**src/hdl/cwod_pkg.sv**
```systemverilog
/*
  package of constants for the configuration word option decoder.
  assumes a 100 MHz clock; every counter in the block runs on it.
*/
package cwod_pkg;

  localparam logic [13:0] CWOD_CFG_ADDR       = 14'h2007;
  localparam logic [13:0] CWOD_TEST_SPACE_LO  = 14'h2000;
  localparam logic [13:0] CWOD_TEST_SPACE_HI  = 14'h3fff;
  localparam logic [13:0] CWOD_CFG_ERASED     = 14'h3fff;

  // bit positions inside the configuration word
  localparam int CWOD_OSC_LO_BIT      = 0;
  localparam int CWOD_OSC_HI_BIT      = 1;
  localparam int CWOD_WATCHDOG_BIT    = 2;
  localparam int CWOD_PWRUP_N_BIT     = 3;
  localparam int CWOD_CP_PAIR0_LO     = 4;
  localparam int CWOD_BROWNOUT_BIT    = 6;
  localparam int CWOD_UNUSED_BIT      = 7;
  localparam int CWOD_CP_PAIR1_LO     = 8;
  localparam int CWOD_CP_PAIR2_LO     = 10;
  localparam int CWOD_CP_PAIR3_LO     = 12;

  localparam logic [1:0] CWOD_OSC_RC = 2'h3;
  localparam logic [1:0] CWOD_OSC_HS = 2'h2;
  localparam logic [1:0] CWOD_OSC_XT = 2'h1;
  localparam logic [1:0] CWOD_OSC_LP = 2'h0;
  localparam logic [1:0] CWOD_CP_OFF = 2'h3;

  // timing
  localparam int CWOD_CLK_PERIOD_NS   = 10;
  localparam int CWOD_PWRUP_DELAY_MS  = 72;
  localparam int CWOD_PWRUP_CYCLES    = (CWOD_PWRUP_DELAY_MS * 1000000) / CWOD_CLK_PERIOD_NS;
  localparam int CWOD_OSC_START_EDGES = 1024;
  localparam int CWOD_DLY_W           = 23;
  localparam int CWOD_OST_W           = 11;

  typedef enum logic [4:0] {
    CWOD_ST_BROWNOUT = 5'h01,
    CWOD_ST_PWRUP    = 5'h02,
    CWOD_ST_OSTART   = 5'h04,
    CWOD_ST_RUN      = 5'h08,
    CWOD_ST_SLEEP    = 5'h10
  } cwod_state_e;

endpackage

```
**src/hdl/cwod_decoder.sv**
```systemverilog
/*
  configuration word option decoder with the reset-option sequencer.
  holds the configuration word, writable only in programming operation,
  decodes its fields and sequences brown-out, power-up delay, oscillator
  start-up and sleep. assumes power_on_n, brownout_n, prog_mode, mclr_n,
  osc_input_pin, watchdog_wake and irq_wake are asynchronous pins.
*/
// The placing of the registers and the strobed register port were chosen for this implementation.
`timescale 1ns/1ps

////////////////////////////////////////////////////////////////////////////////

module cwod_decoder
  import cwod_pkg::*;
#(
  parameter int PWRUP_CYCLES = CWOD_PWRUP_CYCLES
) (
  input  wire logic        clk,
  input  wire logic        rst_n,
  input  wire logic        power_on_n,
  input  wire logic        brownout_n,
  input  wire logic        mclr_n,
  input  wire logic        prog_mode,
  input  wire logic [13:0] addr,
  input  wire logic [13:0] wdata,
  input  wire logic        wr,
  input  wire logic        rd,
  output logic      [13:0] rdata,
  input  wire logic        osc_input_pin,
  input  wire logic        watchdog_wake,
  input  wire logic        irq_wake,
  input  wire logic        sleep_req,
  output logic      [1:0]  osc_mode,
  output logic             low_power_crystal_mode,
  output logic             crystal_resonator_mode,
  output logic             high_speed_crystal_mode,
  output logic             rc_osc_mode,
  output logic             brownout_detect_en,
  output logic             powerup_delay_en,
  output logic             watchdog_en,
  output logic      [1:0]  protect_level,
  output logic             protect_agree,
  output logic             device_reset,
  output logic             asleep
);

  ////////////////////////////////////////////////////////////////////////////////
  // pin synchronisers

  logic por_n_s;
  logic bo_n_s;
  logic mclr_n_s;
  logic prog_s;
  logic osc_s;
  logic wdw_s;
  logic irq_s;

  localparam int NPIN = 7;
  logic [NPIN-1:0] pin_raw;
  logic [NPIN-1:0] pin_syn;

  assign pin_raw = {power_on_n, brownout_n, mclr_n, prog_mode,
                    osc_input_pin, watchdog_wake, irq_wake};

  generate
    for (genvar i = 0; i < NPIN; i++) begin : g_sync
      cwod_sync u_sync (
        .clk      (clk),
        .rst_n    (rst_n),
        .async_in (pin_raw[i]),
        .sync_out (pin_syn[i])
      );
    end
  endgenerate

  assign {por_n_s, bo_n_s, mclr_n_s, prog_s, osc_s, wdw_s, irq_s} = pin_syn;

  ////////////////////////////////////////////////////////////////////////////////
  // configuration word storage

  function automatic logic in_test_space(input logic [13:0] a);
    in_test_space = (a >= CWOD_TEST_SPACE_LO) && (a <= CWOD_TEST_SPACE_HI);
  endfunction

  logic [13:0] cfg_word;
  logic        hit_cfg;
  logic        wr_cfg;
  logic        rd_ok;
  logic [13:0] cfg_view;
  logic [13:0] next_rdata;

  // only the single location is stored; the rest of the test space reads erased
  assign hit_cfg = (addr == CWOD_CFG_ADDR);
  assign rd_ok   = prog_s && in_test_space(addr);
  assign wr_cfg  = wr && prog_s && hit_cfg;
  // bit 7 is stored but not decoded, and reads one in programming mode
  assign cfg_view = cfg_word | (14'h0001 << CWOD_UNUSED_BIT);
  assign next_rdata = !rd ? rdata :
                      !rd_ok ? 14'h0000 :
                      hit_cfg ? cfg_view : CWOD_CFG_ERASED;

  // eprom semantics: writing a 0 programs a bit; only erase (reset) returns it to 1
  always_ff @(posedge clk) begin
    if (!rst_n) begin
      cfg_word <= CWOD_CFG_ERASED;
    end else if (wr_cfg) begin
      cfg_word <= cfg_word & wdata;
    end
  end

  always_ff @(posedge clk) begin
    if (!rst_n) begin
      rdata <= 14'h0000;
    end else begin
      rdata <= next_rdata;
    end
  end

  ////////////////////////////////////////////////////////////////////////////////
  // field decode

  function automatic logic [1:0] cp_pair(input logic [13:0] w, input int lo);
    cp_pair = w[lo +: 2];
  endfunction

  logic [1:0] next_osc;
  logic       next_bo_en;
  logic       next_pd_en;
  logic       next_wd_en;
  logic [1:0] cp0;
  logic [1:0] cp1;
  logic [1:0] cp2;
  logic [1:0] cp3;
  logic       cp_same;
  logic       crystal;

  assign next_osc   = {cfg_word[CWOD_OSC_HI_BIT], cfg_word[CWOD_OSC_LO_BIT]};
  assign next_bo_en = cfg_word[CWOD_BROWNOUT_BIT];
  // brown-out enable overrides the active-low power-up bit
  assign next_pd_en = !cfg_word[CWOD_PWRUP_N_BIT] || next_bo_en;
  assign next_wd_en = cfg_word[CWOD_WATCHDOG_BIT];
  assign cp0 = cp_pair(cfg_word, CWOD_CP_PAIR0_LO);
  assign cp1 = cp_pair(cfg_word, CWOD_CP_PAIR1_LO);
  assign cp2 = cp_pair(cfg_word, CWOD_CP_PAIR2_LO);
  assign cp3 = cp_pair(cfg_word, CWOD_CP_PAIR3_LO);
  // mismatched copies are a programmer fault; protect fully rather than guess
  assign cp_same = (cp0 == cp1) && (cp1 == cp2) && (cp2 == cp3);
  assign crystal = (next_osc != CWOD_OSC_RC);

  always_ff @(posedge clk) begin
    if (!rst_n) begin
      osc_mode                <= CWOD_OSC_RC;
      low_power_crystal_mode  <= 1'b0;
      crystal_resonator_mode  <= 1'b0;
      high_speed_crystal_mode <= 1'b0;
      rc_osc_mode             <= 1'b1;
      brownout_detect_en      <= 1'b1;
      powerup_delay_en        <= 1'b1;
      watchdog_en             <= 1'b1;
      protect_level           <= CWOD_CP_OFF;
      protect_agree           <= 1'b1;
    end else begin
      osc_mode                <= next_osc;
      low_power_crystal_mode  <= (next_osc == CWOD_OSC_LP);
      crystal_resonator_mode  <= (next_osc == CWOD_OSC_XT);
      high_speed_crystal_mode <= (next_osc == CWOD_OSC_HS);
      rc_osc_mode             <= (next_osc == CWOD_OSC_RC);
      brownout_detect_en      <= next_bo_en;
      powerup_delay_en        <= next_pd_en;
      watchdog_en             <= next_wd_en;
      protect_level           <= cp_same ? cp0 : 2'h0;
      protect_agree           <= cp_same;
    end
  end

  ////////////////////////////////////////////////////////////////////////////////
  // reset sequencer

  cwod_state_e state;
  cwod_state_e next_state;
  logic        osc_q;
  logic        osc_rise;
  logic        bo_hit;
  logic        pd_load;
  logic        pd_done;
  logic        ost_load;
  logic        ost_done;
  logic        wake;
  logic        por_cause;
  logic [CWOD_DLY_W-1:0] pd_len;

  // external clock or crystal both arrive as edges on the same pin
  always_ff @(posedge clk) begin
    if (!rst_n) begin
      osc_q <= 1'b0;
    end else begin
      osc_q <= osc_s;
    end
  end
  assign osc_rise = osc_s && !osc_q;

  // only a power-on start or a crystal wake from sleep runs the start-up counter; a brown-out restart skips it,
  // since the oscillator kept running through the dip
  always_ff @(posedge clk) begin
    if (!rst_n) begin
      por_cause <= 1'b1;
    end else if (!por_n_s) begin
      por_cause <= 1'b1;
    end else if (state == CWOD_ST_RUN) begin
      por_cause <= 1'b0;
    end
  end

  assign bo_hit  = next_bo_en && !bo_n_s;
  assign wake    = !mclr_n_s || wdw_s || irq_s;
  // brown-out restarts the delay on every dip
  assign pd_load = !por_n_s || bo_hit;
  assign pd_len  = next_pd_en ? CWOD_DLY_W'(PWRUP_CYCLES) : '0;
  assign ost_load = (state != CWOD_ST_OSTART) && (next_state == CWOD_ST_OSTART);

  cwod_delay_cnt #(.W(CWOD_DLY_W)) u_pwrup (
    .clk      (clk),
    .rst_n    (rst_n),
    .load     (pd_load),
    .load_val (pd_len),
    .dec      (state == CWOD_ST_PWRUP),
    .done     (pd_done)
  );

  cwod_delay_cnt #(.W(CWOD_OST_W)) u_ostart (
    .clk      (clk),
    .rst_n    (rst_n),
    .load     (ost_load),
    .load_val (CWOD_OST_W'(CWOD_OSC_START_EDGES - 1)),
    .dec      (osc_rise),
    .done     (ost_done)
  );

  always_comb begin
    next_state = state;
    case (state)
      CWOD_ST_BROWNOUT: begin
        if (por_n_s && !bo_hit) begin
          next_state = CWOD_ST_PWRUP;
        end
      end
      CWOD_ST_PWRUP: begin
        if (pd_done) begin
          next_state = (crystal && por_cause) ? CWOD_ST_OSTART : CWOD_ST_RUN;
        end
      end
      CWOD_ST_OSTART: begin
        if (ost_done && osc_rise) begin
          next_state = CWOD_ST_RUN;
        end
      end
      CWOD_ST_RUN: begin
        if (sleep_req) begin
          next_state = CWOD_ST_SLEEP;
        end
      end
      CWOD_ST_SLEEP: begin
        if (wake) begin
          next_state = crystal ? CWOD_ST_OSTART : CWOD_ST_RUN;
        end
      end
      default: begin
        next_state = CWOD_ST_BROWNOUT;
      end
    endcase
    // power-on and brown-out win over everything
    if (!por_n_s || bo_hit) begin
      next_state = CWOD_ST_BROWNOUT;
    end
  end

  always_ff @(posedge clk) begin
    if (!rst_n) begin
      state        <= CWOD_ST_BROWNOUT;
      device_reset <= 1'b1;
      asleep       <= 1'b0;
    end else begin
      state        <= next_state;
      device_reset <= (next_state != CWOD_ST_RUN) && (next_state != CWOD_ST_SLEEP);
      asleep       <= (next_state == CWOD_ST_SLEEP);
    end
  end

endmodule // cwod_decoder

```
**src/hdl/cwod_delay_cnt.sv**
```systemverilog
/*
  load-and-count-down delay counter; done is high while the count is zero.
  assumes load and dec come from logic on clk.
*/
`timescale 1ns/1ps
module cwod_delay_cnt #(
  parameter int W = 8
) (
  input  wire logic         clk,
  input  wire logic         rst_n,
  input  wire logic         load,
  input  wire logic [W-1:0] load_val,
  input  wire logic         dec,
  output logic              done
);
  logic [W-1:0] count;

  assign done = (count == '0);

  always_ff @(posedge clk) begin
    if (!rst_n) begin
      count <= '0;
    end else if (load) begin
      count <= load_val;
    end else if (dec && !done) begin
      count <= count - W'(1);
    end
  end
endmodule // cwod_delay_cnt

```
**src/hdl/cwod_sync.sv**
```systemverilog
/*
  two flip-flop synchroniser for a single level.
  assumes the input is asynchronous to clk.
*/
`timescale 1ns/1ps
module cwod_sync (
  input  wire logic clk,
  input  wire logic rst_n,
  input  wire logic async_in,
  output logic      sync_out
);
  logic meta;

  // meta feeds only the second stage
  always_ff @(posedge clk) begin
    if (!rst_n) begin
      meta     <= 1'b0;
      sync_out <= 1'b0;
    end else begin
      meta     <= async_in;
      sync_out <= meta;
    end
  end
endmodule // cwod_sync

```
**config.mk**
```make
export PLATFORM = sky130hd
export DESIGN_NAME = cwod_decoder
export DESIGN_NICKNAME = d
export VERILOG_FILES = /design/src/hdl/cwod_pkg.sv /design/src/hdl/cwod_decoder.sv /design/src/hdl/cwod_delay_cnt.sv /design/src/hdl/cwod_sync.sv
export SDC_FILE = /design/constraint.sdc
export NUM_CORES = 1
export LEC_CHECK = 0
export CORE_ASPECT_RATIO = 0.75
export CORE_MARGIN = 5
export CORE_UTILIZATION = 40
export CTS_BUF_LIST = sky130_fd_sc_hd__clkbuf_2 sky130_fd_sc_hd__clkbuf_4 sky130_fd_sc_hd__clkbuf_8
export CTS_CLUSTER_DIAMETER = 200
export CTS_CLUSTER_SIZE = 10
export DETAILED_ROUTE_END_ITERATION = 6
export DONT_BUFFER_PORTS = 1
export SYNTH_ARGS = -nofsm -noshare
export SYNTH_HDL_FRONTEND = slang
export SYNTH_HIERARCHICAL = 1
export SYNTH_SLANG_ARGS = --single-unit
```
**constraint.sdc**
```tcl
create_clock -name clk -period 2.2 [get_ports clk]
set_input_delay 0 -clock clk [delete_from_list [all_inputs] [get_ports clk]]
set_output_delay 0 -clock clk [all_outputs]
set_load 0.02 [all_outputs]
```
==> summary.md <==
The run gives 0 as the initial antenna violation count. Entering global routing, the biggest net connects 62 pins. The flow ran to the end, and the final reports show no timing, DRC or antenna violations. The run gives 96 as the total number of clock tree sinks.

The peak fanout along the critical path was 10. The endpoint identified for the worst register-to-register timing path is u_pwrup/count[9]. The flop-to-flop setup slack was 160 ps; the worst hold slack was 27.0 ps. The number of pins with negative max-slew slack in the final report was 0. In this run the worst hold path is classified as in -> reg. Area added between synthesis and finish: 20.6%. The count of buffers added on input and output ports is 0. The register bit total from synthesis is 96, and the starting density of the core is 0.405.

The synthesized design contains 0 enable-type register cells. The logs give 0 for the number of endpoints with negative hold slack in the final report and 0.490 GHz for the maximum frequency from static timing analysis. At the pin with the least slew margin, the transition time is 492 ps. After global routing the overflow that remains totals 0.

From left edge to right edge, the die measures 127 microns. The proportion of synthesized flip-flops having asynchronous set or reset was 0; the height of the chip was 97.9 microns. The required time at the endpoint of the critical path was 2500 ps. The minimum clock period is 2040 ps, and the post-detailed-routing wire length is 9680 microns. Iteration-0 DRC count of the detailed router: 247. The first-pass GRT wire length came out at 16300 microns.

Kind of critical path: reg -> reg. For the worst flop-to-flop path, the logic depth is 8. No sink is reached through more buffers than the 2 on the longest clock path.

The tools report the die area as 12400 sq um. The most common flop cell mapped by yosys was sky130_fd_sc_hd__dfxtp_1. In this run the critical register-to-register path is launched from u_pwrup/count[1]. STA classifies the critical path endpoint as a flop.

The logs give 0 ps for the total negative slack and 0.669 for the relative max-transition margin. Power spread over the standard cell area amounts to 650 nW/um^2. Power comes to 3.23 mW.

Setup repair after global routing left no endpoint under its margin. The netlist area before placement was 4120 sq um. Yosys attributes the largest share of cell area to sky130_fd_sc_hd__dfxtp_1 47%, sky130_fd_sc_hd__o21ai_0 5.3%, sky130_fd_sc_hd__a21oi_1 4.9%. The clock-pin slew reported for the worst setup and hold paths after clock tree synthesis was 100 ps; the number of maximum-capacitance violations was 0. The worst path meets setup with 161 ps of slack. Post-CTS repair timing setup buffer count: 0. The number of different library cells used by synthesis comes to 67. Fraction of layout instances using a drive strength above 1: 0.128. Summed over all nets, the half-perimeter wirelength after detailed placement is 6650 microns. The number of vias per cell is 5.28.

The floorplan step defined a core boundary enclosing 10200 sq um. The finished layout holds 661 standard cells, fillers aside. The logs give 6 for the warning count from the yosys run and 10.2 ps for the setup clock skew after layout. The sort of element at the start of the critical path is a flop. Synthesis produced a netlist whose cell count is 455. Pin placement for this block handled 68 I/O pins. The cell count after placement was 617; the overall via count from detail_route was 3493. TritonCTS built the clock tree.

The number of global-route vias before repair came out at 3240. The CTS buffer count is 9. The tools report the global-route usage over all layers as 0.160.

The number of setup violations in the final report is 0. The worst hold path terminates at rdata[6]. The run gives 0 as the number of nets with antenna violations after detailed routing. The wire length per cell is 14.6 microns. Data arrives at the worst endpoint at 2340 ps.

Cell taking the most area after synthesis: sky130_fd_sc_hd__dfxtp_1. The register area share after synthesis came out at 0.467. The fraction of the cycle the final worst path needs is 0.927. The tools report the number of core rows as 32. In this run the most critical hold path is launched from rd. The number of nets in the layout is 560. Each instance of the synthesized netlist takes up on average 9.05 sq um. The peak supply drop is 0.434 mV. The remaining routing DRC violations is 0, and the hold path depth is 3. Number of detailed-routing iterations run before antenna repair: 4. Leakage power total: 1.81 nW.

The run gives 123 ps as the placement-stage worst setup slack. At the end of routability-driven placement, the weighted congestion stood at 0.860. The clock latency reported for the late side of the worst-skew pair was 370 ps; the fraction of synthesized cell area taken by the top area cell type was 0.467.

The tools report the cell at the root of the clock tree as sky130_fd_sc_hd__clkbuf_8. The H-tree was split into 3 levels.
final cells by class:
cell class                 instances  area, sq um
antenna                            2         5.00
sequential                        96         1920
tap                              136          170
clock inverter                     6         73.8
inverter                          15         56.3
timing repair buffer              51          458
multi-input combinational        345         2140
fill                             997         5200
clock buffer                      10          138
cells by family (layout without fill, tap and decap cells):
kind of cell,after synthesis,count (layout),share of synthesized area
xor+xnor,19,19,0.0404
buf+inv,35,82,0.0377
flops,96,96,0.467
compound gates,144,144,0.220
other cells,2,25,0.00182
fa+ha+maj,2,2,0.00608
simple gates,157,157,0.227
metal layers:
layer / vias to the layer above / global-route usage / part of all wire
met1: 1652 / 0.225 / 0.50
met2: 66 / 0.235 / 0.43
met5: - / 0 / 0
li1: 1764 / - / -
met3: 11 / 0.0558 / 0.055
met4: 0 / 0.0420 / 0.012
cells in the mapped netlist, types with 3 or more instances:
cell type and count:
sky130_fd_sc_hd__a21oi_1 40, sky130_fd_sc_hd__a31oi_1 12, sky130_fd_sc_hd__and2_1 19, sky130_fd_sc_hd__and3_1 4
sky130_fd_sc_hd__buf_6 3, sky130_fd_sc_hd__clkbuf_1 14, sky130_fd_sc_hd__dfxtp_1 96, sky130_fd_sc_hd__inv_1 15
sky130_fd_sc_hd__nand2_1 34, sky130_fd_sc_hd__nand2b_1 6, sky130_fd_sc_hd__nand3_1 8, sky130_fd_sc_hd__nand4_1 9
sky130_fd_sc_hd__nor2_1 20, sky130_fd_sc_hd__nor2b_1 3, sky130_fd_sc_hd__nor3_1 10, sky130_fd_sc_hd__nor4_1 5
sky130_fd_sc_hd__nor4_2 3, sky130_fd_sc_hd__o211ai_1 5, sky130_fd_sc_hd__o21a_1 5, sky130_fd_sc_hd__o21ai_0 44
sky130_fd_sc_hd__o22a_1 5, sky130_fd_sc_hd__o22a_2 3, sky130_fd_sc_hd__o31ai_1 5, sky130_fd_sc_hd__or3_1 8
sky130_fd_sc_hd__or4_1 7, sky130_fd_sc_hd__xnor2_1 11, sky130_fd_sc_hd__xor2_1 8
registers in the layout, indices dropped and copies added, names as in the netlist, 2 cells and up:
signal	flops
g_sync.u_sync/sync_out	7
rdata	14
u_ostart/count	11
protect_level	2
cfg_word	13
g_sync.u_sync/meta	7
state	5
osc_mode	2
u_pwrup/count	23
per-stage QoR:
step,util,area (sq um)
2_1_floorplan,-,4210
3_3_place_gp,0.440,4470
3_5_place_dp,0.440,4470
4_1_cts,0.487,4950
5_1_grt,0.488,4960
6_report,0.488,4970
cells in the final DEF (no fill, tap or decap), types with 6 or more instances in the layout:
cell	count
sky130_fd_sc_hd__dfxtp_1	95
sky130_fd_sc_hd__o21ai_0	44
sky130_fd_sc_hd__a21oi_1	40
sky130_fd_sc_hd__nand2_1	34
sky130_fd_sc_hd__dlygate4sd3_1	25
sky130_fd_sc_hd__buf_4	25
sky130_fd_sc_hd__conb_1	23
sky130_fd_sc_hd__nor2_1	20
sky130_fd_sc_hd__and2_1	19
sky130_fd_sc_hd__inv_1	15
sky130_fd_sc_hd__a31oi_1	12
sky130_fd_sc_hd__xnor2_1	11
sky130_fd_sc_hd__clkbuf_8	10
sky130_fd_sc_hd__nor3_1	9
sky130_fd_sc_hd__nand4_1	9
sky130_fd_sc_hd__or3_1	8
sky130_fd_sc_hd__xor2_1	8
sky130_fd_sc_hd__or4_1	7
sky130_fd_sc_hd__nand3_1	7
sky130_fd_sc_hd__nand2b_1	6
where the power goes:
group / internal, mW / switching [mW] / total, mW
clock network: 0.570 / 0.646 / 1.22
logic: 0.0980 / 0.0951 / 0.193
registers: 1.78 / 0.0418 / 1.82
total: 2.45 / 0.783 / 3.23
critical path, stage by stage, from the launching register on:
cell,delay (ps)
sky130_fd_sc_hd__dfxtp_2,360
sky130_fd_sc_hd__inv_1,50
sky130_fd_sc_hd__ha_1,190
sky130_fd_sc_hd__nor3b_4,160
sky130_fd_sc_hd__buf_4,160
sky130_fd_sc_hd__and3_1,210
sky130_fd_sc_hd__a21o_4,270
sky130_fd_sc_hd__or4_1,400
sky130_fd_sc_hd__a31oi_1,180
how the worst max path moves through the flow:
stage               depth (start not counted)             start                 to  slack (ps)
global route                                7          state[3]  u_pwrup/count[19]           1
CTS                                         8  u_pwrup/count[1]  u_pwrup/count[19]         100
global placement                            8  u_pwrup/count[1]  u_pwrup/count[19]         180
finish                                      8  u_pwrup/count[1]   u_pwrup/count[9]         160
detailed placement                          8  u_pwrup/count[1]   u_pwrup/count[9]         120
floorplan                                  11  u_pwrup/count[0]  u_ostart/count[1]           6
repair_timing:
item / in CTS / in global routing
endpoints found under the hold margin: 81 / 0
gates resized for setup: 0 / 3
endpoints found under the setup margin: 0 / 4
hold buffers: 26 / 0
(Power assumes the default switching activity.)
